File: config.mk
export PLATFORM = sky130hd
export DESIGN_NAME = prft_top
export DESIGN_NICKNAME = d
export VERILOG_FILES = /design/src/prft_pkg.sv /design/src/prft_top.sv /design/src/prft_ms_tick.sv /design/src/prft_avs.sv
export SDC_FILE = /design/constraint.sdc
export NUM_CORES = 1
export LEC_CHECK = 0
export ABC_AREA = 1
export ABC_CLOCK_PERIOD_IN_PS = 3500
export BUFFER_PORTS_ARGS = -buffer_cell sky130_fd_sc_hd__buf_2
export CAP_MARGIN = 30
export CORE_ASPECT_RATIO = 0.5
export CORE_MARGIN = 3
export CORE_UTILIZATION = 35
export CTS_CLUSTER_DIAMETER = 200
export CTS_CLUSTER_SIZE = 40
export DETAILED_ROUTE_END_ITERATION = 10
export SYNTH_ARGS = -nofsm -noshare
export SYNTH_HDL_FRONTEND = slang
export SYNTH_SLANG_ARGS = --single-unit
export TNS_END_PERCENT = 20
File: constraint.sdc
create_clock -name sys_clk -period 3.5 [get_ports sys_clk]
set_input_delay 1.05 -clock sys_clk [delete_from_list [all_inputs] [get_ports sys_clk]]
set_output_delay 1.05 -clock sys_clk [all_outputs]
set_load 0.005 [all_outputs]
File: src/prft_pkg.sv
/*
  Shared constants and types for the power-fail ride-through supervisor.
  Assumes a single 25 MHz system clock and an Avalon-MM register port.
*/
package prft_pkg;

  // Clock and time base
  localparam int unsigned PRFT_CLK_PERIOD_NS = 40;
  localparam int unsigned PRFT_MS_IN_NS = 1000000;
  localparam int unsigned PRFT_MS_CYCLES = PRFT_MS_IN_NS / PRFT_CLK_PERIOD_NS;

  // Detection time setting
  localparam int unsigned PRFT_DETECT_W = 16;
  localparam logic [15:0] PRFT_DETECT_MS_RST = 16'h00C8;

  // Bus geometry
  localparam int unsigned PRFT_ADDR_W = 5;
  localparam int unsigned PRFT_DATA_W = 32;

  // Register byte offsets
  localparam logic [4:0] PRFT_CTRL_OFS = 5'h00;
  localparam logic [4:0] PRFT_DETECT_OFS = 5'h04;
  localparam logic [4:0] PRFT_STATUS_OFS = 5'h08;
  localparam logic [4:0] PRFT_ALARM_OFS = 5'h0C;
  localparam logic [4:0] PRFT_ELAPSED_OFS = 5'h10;

  // Control register fields and reset values
  localparam int unsigned PRFT_CTRL_RIDE_BIT = 0;
  localparam int unsigned PRFT_CTRL_TORQUE_BIT = 1;
  localparam logic PRFT_RIDE_SEL_RST = 1'b0;
  localparam logic PRFT_TORQUE_SEL_RST = 1'b0;

  // Alarm register fields
  localparam int unsigned PRFT_ALM_UV_BIT = 0;
  localparam int unsigned PRFT_ALM_CTRL_BIT = 1;
  localparam int unsigned PRFT_ALM_MAIN_BIT = 2;

  typedef enum logic [1:0] {PRFT_IDLE, PRFT_RIDE, PRFT_ALARM} prft_state_t;

  typedef struct packed {
    logic [PRFT_DETECT_W-1:0] detect_ms;
    logic torque_sel;
    logic ride_sel;
  } prft_cfg_t;

  typedef struct packed {
    logic main_drop;
    logic ctrl_drop;
    logic undervolt;
  } prft_alarm_t;

  typedef struct packed {
    logic wr;
    logic [PRFT_ADDR_W-1:0] addr;
    logic [PRFT_DATA_W-1:0] data;
    logic [3:0] be;
  } prft_acc_t;

endpackage

File: src/prft_top.sv
/*
  Power-fail ride-through supervisor: times a supply outage, raises the
  undervoltage, control-power drop and main-circuit drop alarms, and drives
  fault, warning, ride-through, torque-limit, level-select and brake outputs.
  Assumes supply_loss, bus_undervoltage and main_drop_detect are clean levels
  synchronous to sys_clk, and that main_drop_detect already compares the bus
  against the level chosen by alt_level_select.
*/
// The register addresses and register access over Avalon-MM were decided locally.
module prft_top import prft_pkg::*; #(
  parameter int unsigned TICK_CYCLES = PRFT_MS_CYCLES,
  parameter int unsigned DETECT_W = PRFT_DETECT_W
) (
  input wire logic sys_clk, // 25 MHz system clock
  input wire logic rstn, // Async reset, active low
  input wire logic [PRFT_ADDR_W-1:0] avs_address, // Byte address
  input wire logic avs_read, // Read request
  input wire logic avs_write, // Write request
  input wire logic [PRFT_DATA_W-1:0] avs_writedata, // Write data
  input wire logic [3:0] avs_byteenable, // Byte lanes
  output logic [PRFT_DATA_W-1:0] avs_readdata, // Read data
  output logic avs_waitrequest, // Wait request
  input wire logic supply_loss, // Supply monitor: power lost
  input wire logic bus_undervoltage, // Bus at or below 158 V DC
  input wire logic main_drop_detect, // Bus below selected drop level
  output logic ride_through_active, // Ride-through in progress
  output logic brake_interlock, // Brake release permitted
  output logic fault_output, // Any alarm latched
  output logic warning_output, // Outage being ridden through
  output logic torque_limit_active, // Torque limited for outage
  output logic alt_level_select // Alternative drop level in use
);

  localparam int unsigned AW = $bits(prft_alarm_t);

  // Byte-lane merge for register writes
  function automatic logic [PRFT_DATA_W-1:0] merge_be(
    input logic [PRFT_DATA_W-1:0] old_val,
    input logic [PRFT_DATA_W-1:0] new_val,
    input logic [3:0] be
  );
    logic [PRFT_DATA_W-1:0] res;
    res = old_val;
    for (int i = 0; i < 4; i++) begin
      if (be[i]) begin
        res[8*i +: 8] = new_val[8*i +: 8];
      end
    end
    return res;
  endfunction

  prft_state_t st_reg;
  prft_state_t st_next;
  prft_cfg_t cfg_reg;
  prft_cfg_t cfg_next;
  prft_alarm_t alarm_reg;
  prft_alarm_t alarm_next;
  prft_alarm_t alarm_evt;
  prft_alarm_t alarm_clr;
  prft_acc_t acc;
  logic [DETECT_W-1:0] ms_cnt_reg;
  logic [DETECT_W-1:0] ms_cnt_next;
  logic ms_tick;
  logic riding;
  logic in_ride_next;
  logic any_alarm_next;
  logic outage_expired;
  logic loss_no_ride;
  logic wr_ctrl;
  logic wr_detect;
  logic wr_alarm;
  logic [PRFT_DATA_W-1:0] ctrl_word;
  logic [PRFT_DATA_W-1:0] ctrl_merged;
  logic [PRFT_DATA_W-1:0] detect_merged;
  logic [PRFT_DATA_W-1:0] status_word;
  logic [PRFT_DATA_W-1:0] rd_word;
  logic ride_reg;
  logic brake_reg;
  logic fault_reg;
  logic warn_reg;
  logic torque_reg;
  logic level_reg;

  // Bus handshake and read-data register
  prft_avs u_avs (
    .sys_clk(sys_clk),
    .rstn(rstn),
    .avs_address(avs_address),
    .avs_read(avs_read),
    .avs_write(avs_write),
    .avs_writedata(avs_writedata),
    .avs_byteenable(avs_byteenable),
    .rd_word(rd_word),
    .avs_readdata(avs_readdata),
    .avs_waitrequest(avs_waitrequest),
    .acc(acc)
  );

  // Outage timebase, runs only while riding through
  prft_ms_tick #(
    .TICK_CYCLES(TICK_CYCLES)
  ) u_tick (
    .sys_clk(sys_clk),
    .rstn(rstn),
    .run(riding),
    .tick(ms_tick)
  );

  // Write decode
  assign wr_ctrl = acc.wr && (acc.addr == PRFT_CTRL_OFS);
  assign wr_detect = acc.wr && (acc.addr == PRFT_DETECT_OFS);
  assign wr_alarm = acc.wr && (acc.addr == PRFT_ALARM_OFS);

  assign ctrl_word = {{(PRFT_DATA_W-2){1'b0}}, cfg_reg.torque_sel, cfg_reg.ride_sel};
  assign ctrl_merged = merge_be(ctrl_word, acc.data, acc.be);
  assign detect_merged = merge_be({{(PRFT_DATA_W-DETECT_W){1'b0}}, cfg_reg.detect_ms},
                                  acc.data, acc.be);

  always_comb begin
    cfg_next = cfg_reg;
    if (wr_ctrl) begin
      cfg_next.ride_sel = ctrl_merged[PRFT_CTRL_RIDE_BIT];
      cfg_next.torque_sel = ctrl_merged[PRFT_CTRL_TORQUE_BIT];
    end
    if (wr_detect) begin
      cfg_next.detect_ms = detect_merged[DETECT_W-1:0];
    end
  end

  // Ride-through state
  assign riding = (st_reg == PRFT_RIDE);

  // outage longer than the set time
  assign outage_expired = riding && supply_loss && (ms_cnt_reg >= cfg_reg.detect_ms);
  // loss with ride-through off alarms at once
  assign loss_no_ride = (st_reg == PRFT_IDLE) && supply_loss && !cfg_reg.ride_sel;

  assign alarm_evt.undervolt = bus_undervoltage;
  assign alarm_evt.ctrl_drop = outage_expired || loss_no_ride;
  assign alarm_evt.main_drop = main_drop_detect;

  // Write-one-to-clear; a new event beats the clear
  assign alarm_clr = wr_alarm ? prft_alarm_t'(acc.data[AW-1:0] & {AW{acc.be[0]}})
                              : prft_alarm_t'('0);
  assign alarm_next = prft_alarm_t'((alarm_reg & ~alarm_clr) | alarm_evt);
  assign any_alarm_next = |alarm_next;

  always_comb begin
    st_next = st_reg;
    unique case (st_reg)
      PRFT_IDLE: begin
        if (any_alarm_next) begin
          st_next = PRFT_ALARM;
        end else if (supply_loss && cfg_reg.ride_sel) begin
          st_next = PRFT_RIDE;
        end
      end
      PRFT_RIDE: begin
        if (any_alarm_next) begin
          st_next = PRFT_ALARM;
        end else if (!supply_loss) begin
          // supply back in time, no alarm
          st_next = PRFT_IDLE;
        end
      end
      PRFT_ALARM: begin
        if (!any_alarm_next && !supply_loss) begin
          st_next = PRFT_IDLE;
        end
      end
    endcase
  end

  // Elapsed outage time in whole milliseconds
  always_comb begin
    ms_cnt_next = ms_cnt_reg;
    if (!riding) begin
      ms_cnt_next = '0;
    end else if (ms_tick && (ms_cnt_reg != {DETECT_W{1'b1}})) begin
      ms_cnt_next = ms_cnt_reg + 1'b1;
    end
  end

  // Output values one cycle ahead of the state
  assign in_ride_next = (st_next == PRFT_RIDE);

  // Register read mux
  assign status_word = {{(PRFT_DATA_W-8){1'b0}}, st_reg == PRFT_ALARM, level_reg,
                        torque_reg, warn_reg, fault_reg, brake_reg, ride_reg,
                        supply_loss};

  always_comb begin
    rd_word = '0;
    unique case (avs_address)
      PRFT_CTRL_OFS: rd_word = ctrl_word;
      PRFT_DETECT_OFS: rd_word = {{(PRFT_DATA_W-DETECT_W){1'b0}}, cfg_reg.detect_ms};
      PRFT_STATUS_OFS: rd_word = status_word;
      PRFT_ALARM_OFS: rd_word = {{(PRFT_DATA_W-AW){1'b0}}, alarm_reg};
      PRFT_ELAPSED_OFS: rd_word = {{(PRFT_DATA_W-DETECT_W){1'b0}}, ms_cnt_reg};
      default: rd_word = '0;
    endcase
  end

  always_ff @(posedge sys_clk or negedge rstn) begin
    if (!rstn) begin
      st_reg <= PRFT_IDLE;
      cfg_reg.ride_sel <= PRFT_RIDE_SEL_RST;
      cfg_reg.torque_sel <= PRFT_TORQUE_SEL_RST;
      cfg_reg.detect_ms <= DETECT_W'(PRFT_DETECT_MS_RST);
      alarm_reg <= '0;
      ms_cnt_reg <= '0;
    end else begin
      st_reg <= st_next;
      cfg_reg <= cfg_next;
      alarm_reg <= alarm_next;
      ms_cnt_reg <= ms_cnt_next;
    end
  end

  // Registered outputs
  always_ff @(posedge sys_clk or negedge rstn) begin
    if (!rstn) begin
      ride_reg <= 1'b0;
      brake_reg <= 1'b1;
      fault_reg <= 1'b0;
      warn_reg <= 1'b0;
      torque_reg <= 1'b0;
      level_reg <= 1'b0;
    end else begin
      ride_reg <= in_ride_next;
      brake_reg <= !any_alarm_next;
      fault_reg <= any_alarm_next;
      warn_reg <= in_ride_next;
      torque_reg <= in_ride_next && cfg_reg.torque_sel;
      level_reg <= in_ride_next;
    end
  end

  assign ride_through_active = ride_reg;
  assign brake_interlock = brake_reg;
  assign fault_output = fault_reg;
  assign warning_output = warn_reg;
  assign torque_limit_active = torque_reg;
  assign alt_level_select = level_reg;

endmodule // prft_top

File: src/prft_ms_tick.sv
/*
  Millisecond tick generator for the outage timer.
  Assumes run is a registered level; the count restarts whenever run is low.
*/
module prft_ms_tick import prft_pkg::*; #(
  parameter int unsigned TICK_CYCLES = PRFT_MS_CYCLES
) (
  input wire logic sys_clk, // System clock
  input wire logic rstn, // Async reset, active low
  input wire logic run, // Counting enable level
  output logic tick // One-cycle pulse per period
);

  localparam int unsigned CW = $clog2(TICK_CYCLES);
  localparam logic [CW-1:0] LAST = CW'(TICK_CYCLES - 1);

  logic [CW-1:0] cnt_reg;
  logic [CW-1:0] cnt_next;
  logic at_last;

  assign at_last = (cnt_reg == LAST);
  assign cnt_next = (!run || at_last) ? '0 : cnt_reg + 1'b1;
  assign tick = run && at_last;

  always_ff @(posedge sys_clk or negedge rstn) begin
    if (!rstn) begin
      cnt_reg <= '0;
    end else begin
      cnt_reg <= cnt_next;
    end
  end

endmodule // prft_ms_tick

File: src/prft_avs.sv
/*
  Avalon-MM slave handshake: one wait cycle on every access.
  Assumes the master holds its request until it sees waitrequest low.
*/
module prft_avs import prft_pkg::*; (
  input wire logic sys_clk, // System clock
  input wire logic rstn, // Async reset, active low
  input wire logic [PRFT_ADDR_W-1:0] avs_address, // Byte address
  input wire logic avs_read, // Read request
  input wire logic avs_write, // Write request
  input wire logic [PRFT_DATA_W-1:0] avs_writedata, // Write data
  input wire logic [3:0] avs_byteenable, // Byte lanes
  input wire logic [PRFT_DATA_W-1:0] rd_word, // Decoded read value
  output logic [PRFT_DATA_W-1:0] avs_readdata, // Registered read data
  output logic avs_waitrequest, // Registered wait
  output prft_acc_t acc // Write strobe with data
);

  logic wait_reg;
  logic wait_next;
  logic [PRFT_DATA_W-1:0] rdata_reg;
  logic [PRFT_DATA_W-1:0] rdata_next;
  logic req;
  logic take;

  assign req = avs_read || avs_write;
  assign take = req && !wait_reg;
  assign wait_next = !(req && wait_reg);
  // Read word caught while waitrequest is still high
  assign rdata_next = (avs_read && wait_reg) ? rd_word : rdata_reg;

  assign acc.wr = avs_write && take;
  assign acc.addr = avs_address;
  assign acc.data = avs_writedata;
  assign acc.be = avs_byteenable;
  assign avs_waitrequest = wait_reg;
  assign avs_readdata = rdata_reg;

  always_ff @(posedge sys_clk or negedge rstn) begin
    if (!rstn) begin
      wait_reg <= 1'b1;
      rdata_reg <= '0;
    end else begin
      wait_reg <= wait_next;
      rdata_reg <= rdata_next;
    end
  end

endmodule // prft_avs

==> impl_metrics.toml, run 1 <==
[status]
status = "completed"

[sta]
drv_slew = 0
setup_viol = 0
max_clock_freq_mhz = 371.3
finalCritPeriodShare = 0.7695
layout_setup_ws_ns = 0.8068
hold_viol_final = 0
slew_headroom = 0.4803
finalSetupTns_ns = 0
layout_min_cycle_time_ns = 2.693
worstMarginPinSlew_ns = 0.7796
skew_ns = 0.004132
rsz0062_at_grt = "no"

[synth]
syn_inst = 535
synth_top_family_by_area = "simple AND/OR/NAND/NOR gates"
synth_xor_area_frac = 0.01233
muxShareOfSynthArea = 0
post_synth.cell_area_avg_um2 = 7.968
synth_edf_count = 0
synthDistinctLibCells = 40
seq_area_frac_synth = 0.4417
synth-seq-cells = 75
synth_most_common_cell = "nand2_1"
yosysTopAreaCell = "dfrtp_1"
synth_common_cells = "nand2_1, dfrtp_1, inv_1, nor2_1, a21oi_1"
synth_compound_gate_area_share = 0.1306
synth_simple_gate_area_frac = 0.2419
ys_warn_count = 0
async_flop_share = 1.000
synth_area_leaders = "dfrtp_1, nand2_1, ha_1, inv_1, a21oi_1"
synth_flop_cell = "dfrtp_1"
synth_top_area_frac = 0.4109
synth_fa_ha_area_frac = 0.06164
syn_area_um2 = 4263

[floorplanning]
io_pins = 87
core_area_um2 = 11420
fp.dieArea_um2 = 13620
die_x_um = 162.1
fp-row-count = 27
die_h_um = 84.04
start_util = 0.3733

[critical_path]
critical_path_class = "reg -> reg"
crit_path_end_kind = "register"
arrival_ns = 2.92
cp.required_ns = 3.72
cp_cell_sequence = "ha_1 > nand2_1 > inv_2 > nand4_2 > o31ai_4 > nand2_2 > inv_2 > nand2_2 > nor2_4 > nand3_2 > nor2_1 > nor2_1"
critPathSlowestCell = "o31ai_4"
path_delay_family = "simple AND/OR/NAND/NOR gates"
crit_buf_inv = 2
cp-start-kind = "register"
worstPathMaxFanout = 16
cp_slowest_stage_delay_ns = 0.65

[clocking]
root_buffer = "clkbuf_16"
cts_num_sinks = 75
post_cts_resized = 0
cts_setup_buffers = 0
cts.clk_slew.worst_paths_ns = 0.06
htree_levels = 3
insertion_delay_ns = 0.33
clk_path_buf_depth = 2
cts_tree = "built"
cts_hold_buffers = 0
cts_buffers = 9

[final_layout]
fill_cells = 1157
diodes = 0
finalNonFillerCells = 755
final_nets = 660
drive_gt1_frac = 0.1678
largest_reg_flops = 18
area_growth_pct = 15.41
fin_area_um2 = 4920

[placement]
dp_cells = 739
pre_cts_slack_ns = 0.8025
place_area_um2 = 4656
gp_congestion = 0.8361
place.port_buffers = 52
hpwl_um = 7627

[power_and_ir_drop]
p_comb_frac = 0.100
p_total_mw = 1.942
vdd_drop_max_mv = 0.1827
switchingPower_mw = 0.4900
p_int_mw = 1.452
power_frac_clock = 0.426
leakagePower_nw = 2.418
p_per_area_nw_per_um2 = 394.7
p_seq_frac = 0.474
switching_share = 0.2524

[run]
max_cap_violations = 0

[drt]
wl_um = 9955
wl_per_cell_um = 13.19
vias = 3568
drt_first_iter_violations = 222
dr.pass1.iters = 4
vias_per_cell = 4.726
final_antenna_net_count = 0
drc = 0

[global_route]
grt.total_usage = 0.1533
grt_max_degree = 39
grt_pass1_vias = 3399
grt_pass1_wl_um = 16930
grt-ovfl-total = 0
antenna_found_initial = 0

[min_path]
worst_hold_path_type = "reg -> reg"
-- layout by cell type (no fill, tap or decap), types with 7 or more instances in the layout --
cell type / count
a21oi_1: 38
buf_2: 51
clkbuf_16: 9
conb_1: 16
dfrtp_1: 70
ha_1: 21
inv_1: 69
nand2_1: 121
nand3_1: 17
nand4_1: 9
nor2_1: 45
nor3_1: 11
o21ai_0: 34
o22ai_1: 7
-- logic make-up after synthesis --
| family | after synthesis |
|---|---|
| XOR/XNOR | 6 |
| other | 1 |
| adder cells (fa/ha/maj) | 21 |
| buffers and inverters | 105 |
| AND/OR/NAND/NOR | 230 |
| flip-flops | 75 |
| AO/OA/AOI/OAI | 97 |
-- worst paths after layout --
| path | startpoint | to | slack [ns] | cells past startpoint |
|---|---|---|---|---|
| worst min-delay path | u_tick.cnt_reg[0]$_DFF_PN0_ | u_tick.cnt_reg[0]$_DFF_PN0_ | 0.47 | 1 |
| worst max register to register | u_tick.cnt_reg[0]$_DFF_PN0_ | ms_cnt_reg[10]$_DFFE_PN0P_ | 0.81 | 12 |
| max in group asynchronous | rstn | cfg_reg[8]$_DFFE_PN1P_ | 2.18 | 2 |
| min in group asynchronous | rstn | alarm_reg[0]$_DFF_PN0_ | 0.69 | 1 |
| worst min register to register | u_tick.cnt_reg[0]$_DFF_PN0_ | u_tick.cnt_reg[0]$_DFF_PN0_ | 0.47 | 1 |
| worst max-delay path | u_tick.cnt_reg[0]$_DFF_PN0_ | ms_cnt_reg[10]$_DFFE_PN0P_ | 0.81 | 12 |
-- layer usage --
| metal | track usage | up-vias | part of all wire |
|---|---|---|---|
| met3 | 0.03667 | 5 | 0.039 |
| met5 | 0 | - | 0 |
| li1 | - | 1821 | - |
| met1 | 0.2097 | 1664 | 0.50 |
| met2 | 0.2478 | 78 | 0.45 |
| met4 | 0.03251 | 0 | 0.0058 |
-- final cells by class --
class	instances	area (um^2)	share of cell area
multi-input combinational	370	1963	0.3990
sequential	75	1883	0.3828
timing repair buffer	58	320.3	0.06511
inverter	77	290.3	0.05900
clock buffer	12	236.5	0.04807
tap	159	198.9	0.04044
clock inverter	4	27.53	0.005595
-- worst register-to-register path, delay by kind of cell, from the launching register on --
family	cells	cell delay, ns
buf+inv	2	0.36
fa+ha+maj	1	0.18
simple gates	8	1.04
flops	1	0.37
compound gates	1	0.65
-- through the flow --
stage,hold slack [ns],util
floorplan,0.4329,-
global placement,0.4555,0.4060
detailed placement,0.4570,0.4077
CTS,0.4736,0.4309
global route,0.5008,0.4309
finish,0.4678,0.4309
-- power groups by stage --
stage,registers (mW),logic [mW],clock network [mW]
4_1_cts,0.921,0.195,0.848
5_1_grt,0.925,0.227,0.904
3_5_place_dp,0.936,0.194,0
6_report,0.921,0.194,0.827
3_3_place_gp,0.936,0.189,0
2_1_floorplan,0.933,0.126,0
Note: power is estimated with default switching activity, not from simulation.
==> inputs of run 2 (changes only) <==
Settings changed: ABC_CLOCK_PERIOD_IN_PS 3500 to 2250.
Clock period 3.5 ns to 2.25 ns, I/O delays scaled along.
==> impl_metrics.toml, run 2 (same netlist as run 1, synthesis figures left out) <==
[sta]
hold_ws_ns = 0.2956
layout_min_cycle_time_ns = 2.053
slew_headroom = 0.6183
setup_viol = 0
finalSetupTns_ns = 0
rsz0062_at_grt = "no"
max_clock_freq_mhz = 487.1
drv_slew = 0
skew_ns = 0.004809
worstMarginPinSlew_ns = 0.5674
finalCritPeriodShare = 0.9124
hold_viol_final = 0

[placement]
gp_congestion = 0.8493
place.port_buffers = 52
hpwl_um = 7822

[critical_path]
worstPathMaxFanout = 4
r2r_cells = 15
cp.required_ns = 2.52
crit_path_end_kind = "register"
critical_path_class = "reg -> reg"
arrival_ns = 2.32
cp-start-kind = "register"

[clocking]
htree_levels = 3
cts_setup_buffers = 0
cts_tree = "built"
clk_path_buf_depth = 2
cts.clk_slew.worst_paths_ns = 0.06
cts_num_sinks = 75
cts_buffers = 9
root_buffer = "clkbuf_16"
insertion_delay_ns = 0.34

[floorplanning]
die_h_um = 84.04
core_area_um2 = 11420
fp.dieArea_um2 = 13620
die_x_um = 162.1
fp-row-count = 27
start_util = 0.3733
io_pins = 87

[drt]
dr.pass1.iters = 4
drt_first_iter_violations = 227
drc = 0
vias = 3634
vias_per_cell = 4.732
wl_um = 10070
wl_per_cell_um = 13.11
final_antenna_net_count = 0

[power_and_ir_drop]
p_per_area_nw_per_um2 = 608.7
switchingPower_mw = 0.8048
p_comb_frac = 0.100
vdd_drop_max_mv = 0.3260
power_frac_clock = 0.440
p_int_mw = 2.305
switching_share = 0.2588
leakagePower_nw = 2.490
p_seq_frac = 0.460

[final_layout]
diodes = 0
final_nets = 673
area_growth_pct = 19.84
drive_gt1_frac = 0.2085
largest_reg_flops = 18
final_common_cell = "nand2_1"
final_cell_mix = "nand2_1, dfrtp_1, inv_1, buf_2, nor2_1"

[global_route]
grt_max_degree = 43
grt-ovfl-total = 0
antenna_found_initial = 0
grt_pass1_wl_um = 17110
grt_pass1_vias = 3531
grt.total_usage = 0.1555

[status]
status = "completed"

[min_path]
worst_hold_path_type = "in -> async"

[run]
max_cap_violations = 0
## run 2: cell count changes in the layout (fill, tap and decap cells not counted), moves of 3 or more
cell | before | now
buf_4 | 6 | 19
clkinv_4 | 0 | 3
nand2_2 | 5 | 9
nand2_1 | 121 | 117
ha_1 | 21 | 18
ha_4 | 0 | 3
clkbuf_1 | 3 | 0
## run 2: area by class of cell
class / instances / area, um^2
Clock buffer: 10 / 239.0
Multi-Input combinational cell: 370 / 2028
Sequential cell: 75 / 1883
Clock inverter: 6 / 50.05
Fill cell: 1106 / 6310
Timing Repair Buffer: 71 / 417.9
Tap cell: 159 / 198.9
Inverter: 77 / 291.5
## run 2: timing repair
action	4_1_cts	5_1_grt
hold buffers	0	0
hold endpoints to repair	0	0
setup endpoints to repair	0	4
resized for setup	0	13
## run 2: path summary, 6_finish.rpt
path / startpoint / to / slack (ns)
max: cfg_reg[11]$_DFFE_PN0P_ / torque_limit_active$_DFF_PN0_ / 0.20
min reg2reg: u_tick.cnt_reg[0]$_DFF_PN0_ / u_tick.cnt_reg[0]$_DFF_PN0_ / 0.46
max reg2reg: cfg_reg[11]$_DFFE_PN0P_ / torque_limit_active$_DFF_PN0_ / 0.20
min: rstn / fault_output$_DFF_PN0_ / 0.30
max in group asynchronous: rstn / cfg_reg[8]$_DFFE_PN1P_ / 1.31
min in group sys_clk: u_tick.cnt_reg[0]$_DFF_PN0_ / u_tick.cnt_reg[0]$_DFF_PN0_ / 0.46
## run 2: stage by stage
step,total power [mW],cells,instance area [um^2],utilization,setup slack [ns]
finish,3.110,768,5109,0.4474,0.1972
global route,3.277,768,5109,0.4474,0.01291
CTS,3.147,768,5042,0.4416,0.08722
detailed placement,1.763,752,4753,0.4163,0.05584
global placement,1.757,752,4753,0.4163,0.07588
floorplan,1.646,550,4319,-,0.3680
## run 2: power by group through the flow
stage	logic (mW)	clock network (mW)	registers [mW]
after floorplan	0.196	0	1.45
after global placement	0.303	0	1.45
after detailed placement	0.308	0	1.45
after CTS	0.310	1.41	1.43
after global routing	0.357	1.48	1.44
final	0.312	1.37	1.43
## run 2: critical path, stage by stage, from the launching register on
cell	delay (ns)
dfrtp_1	0.37
inv_1	0.11
ha_1	0.26
a21oi_1	0.13
o21ai_0	0.09
a21oi_1	0.26
nand2_2	0.12
nand2_2	0.12
nand3_4	0.10
inv_4	0.08
nand2_1	0.04
nand2_1	0.06
nand2_1	0.06
inv_2	0.06
nand2_2	0.07
nor2_2	0.08
## run 2: metal layers
| layer | part of all wire | vias to the layer above | wire (um) | track usage |
|---|---|---|---|---|
| met5 | 0 | - | 0 | 0 |
| met1 | 0.49 | 1708 | 4920 | 0.2074 |
| met4 | 0.0085 | 0 | 86 | 0.03483 |
| met2 | 0.47 | 62 | 4698 | 0.2573 |
| li1 | - | 1856 | - | - |
| met3 | 0.036 | 8 | 363 | 0.03667 |
==> inputs of run 3 (changes only) <==
Settings changed: CELL_PAD_IN_SITES_DETAIL_PLACEMENT from default to 1, CELL_PAD_IN_SITES_GLOBAL_PLACEMENT from default to 2, CORE_UTILIZATION 35 to 29, PLACE_DENSITY_LB_ADDON from default to 0.1, SLEW_MARGIN from default to 20.
==> impl_metrics.toml, run 3 (same netlist as run 1, synthesis figures left out) <==
[drt]
drt_first_iter_violations = 178
vias = 3687
dr.pass1.iters = 4
vias_per_cell = 4.491
wl_um = 12500
wl_per_cell_um = 15.22
drc = 0
final_antenna_net_count = 0

[critical_path]
cp_slowest_stage_delay_ns = 0.36
cp_cell_sequence = "inv_1 > ha_1 > a21oi_1 > o21ai_0 > a21oi_2 > nand2_2 > nand2_4 > nand4_1 > nand2_1 > nand2_1 > nand2_1 > inv_2 > nand2_2 > inv_1"
worstPathMaxFanout = 3
critPathSlowestCell = "dfrtp_1"
crit_path_end_kind = "register"
cp.required_ns = 2.49
critical_path_class = "reg -> reg"
cp-start-kind = "register"
cpMostUsedCell = "nand2_1"
arrival_ns = 2.31

[floorplanning]
start_util = 0.3053
fp-row-count = 30
die_h_um = 91.73
core_area_um2 = 13960
fp.dieArea_um2 = 16280
io_pins = 87
die_x_um = 177.5

[final_layout]
finalNonFillerCells = 821
final_cell_mix = "nand2_1, dfrtp_1, inv_1, buf_2, nor2_1"
largest_reg_flops = 18
fill_cells = 1721
final_nets = 693
final_common_cell = "nand2_1"
drive_gt1_frac = 0.2305
area_growth_pct = 24.95
diodes = 0

[power_and_ir_drop]
leakagePower_nw = 2.627
vdd_drop_max_mv = 0.2342
p_per_area_nw_per_um2 = 629.1

[sta]
slew_headroom = 0.6370
layout_min_cycle_time_ns = 2.074
setup_viol = 0
layout_setup_ws_ns = 0.1757
worstMarginPinSlew_ns = 0.5432
skew_ns = 0.006853
finalCritPeriodShare = 0.9219
drv_slew = 0
hold_viol_final = 0
max_clock_freq_mhz = 482.1

[placement]
pre_cts_slack_ns = -0.04211
place.port_buffers = 52
dp_cells = 803
hpwl_um = 10000
gp_congestion = 0.7811

[global_route]
grt_pass1_vias = 3756
grt_pass1_wl_um = 20440
antenna_found_initial = 0
grt_max_degree = 34
grt.total_usage = 0.1608
grt-ovfl-total = 0

[min_path]
worst_hold_path_type = "in -> async"

[clocking]
cts_hold_buffers = 0
cts_buffers = 9
cts_num_sinks = 75
insertion_delay_ns = 0.34
clk_path_buf_depth = 2
htree_levels = 3
cts.clk_slew.worst_paths_ns = 0.06
root_buffer = "clkbuf_16"
cts_tree = "built"

[status]
status = "completed"

[run]
max_cap_violations = 0
==> run 3: final timing paths <==
kind / to / start / cells after the start / slack [ns]
worst min-delay path: u_avs.avs_readdata[10]$_DFFE_PN0P_ / rstn / 1 / 0.28
max in group asynchronous: cfg_reg[9]$_DFFE_PN1P_ / rstn / 2 / 1.37
worst max-delay path: alt_level_select$_DFF_PN0_ / cfg_reg[13]$_DFFE_PN0P_ / 14 / 0.18
worst min register to register: u_avs.avs_readdata[8]$_DFFE_PN0P_ / u_avs.avs_readdata[8]$_DFFE_PN0P_ / 2 / 0.48
worst max register to register: alt_level_select$_DFF_PN0_ / cfg_reg[13]$_DFFE_PN0P_ / 14 / 0.18
min in group sys_clk: u_avs.avs_readdata[8]$_DFFE_PN0P_ / u_avs.avs_readdata[8]$_DFFE_PN0P_ / 2 / 0.48
==> run 3: area by class of cell <==
| type | instances | area, um^2 | share of cell area |
|---|---|---|---|
| inverters | 77 | 291.5 | 0.05473 |
| flip-flops and latches | 75 | 1883 | 0.3535 |
| clock buffers | 10 | 229.0 | 0.04299 |
| multi-input cells | 370 | 2024 | 0.3801 |
| clock inverters | 6 | 90.09 | 0.01691 |
| repair buffers | 91 | 568.0 | 0.1066 |
| well taps | 192 | 240.2 | 0.04510 |
==> run 3: where the power goes <==
group / switching [mW] / internal (mW)
Clock: 0.599 / 0.974
Sequential: 0.0315 / 1.40
Combinational: 0.212 / 0.132
Total: 0.842 / 2.51
==> run 3: stage by stage <==
stage / hold slack (ns) / power, mW / cell area [um^2] / setup TNS, ns / utilization
after floorplan: 0.3794 / 1.646 / 4319 / 0 / -
after global placement: 0.4530 / 1.794 / 4930 / -0.002950 / 0.3530
after detailed placement: 0.4607 / 1.799 / 4930 / -0.05915 / 0.3530
after CTS: 0.3012 / 3.397 / 5249 / 0 / 0.3759
after global routing: 0.3132 / 3.516 / 5326 / -0.06889 / 0.3815
final: 0.2792 / 3.351 / 5326 / 0 / 0.3815
==> run 3: repair_timing <==
action | in CTS | in global routing
resized for setup | 0 | 13
setup buffers | 0 | 2
endpoints found under the hold margin | 0 | 0
setup endpoints to repair | 0 | 5
==> run 3: per-layer routing <==
layer | vias to the layer above | track usage | share of wire
li1 | 1887 | - | -
met1 | 1746 | 0.2451 | 0.55
met2 | 44 | 0.2307 | 0.41
met3 | 10 | 0.03433 | 0.031
met4 | 0 | 0.03525 | 0.0081
met5 | - | 0 | 0
==> run 3: worst max-delay path, delay by kind of cell (launching register included) <==
family	cells	cell delay [ns]
adders and majority gates	1	0.27
DFF	1	0.36
AOI/OAI and AO/OA	3	0.52
and+or+nand+nor	7	0.63
buffers and inverters	3	0.19
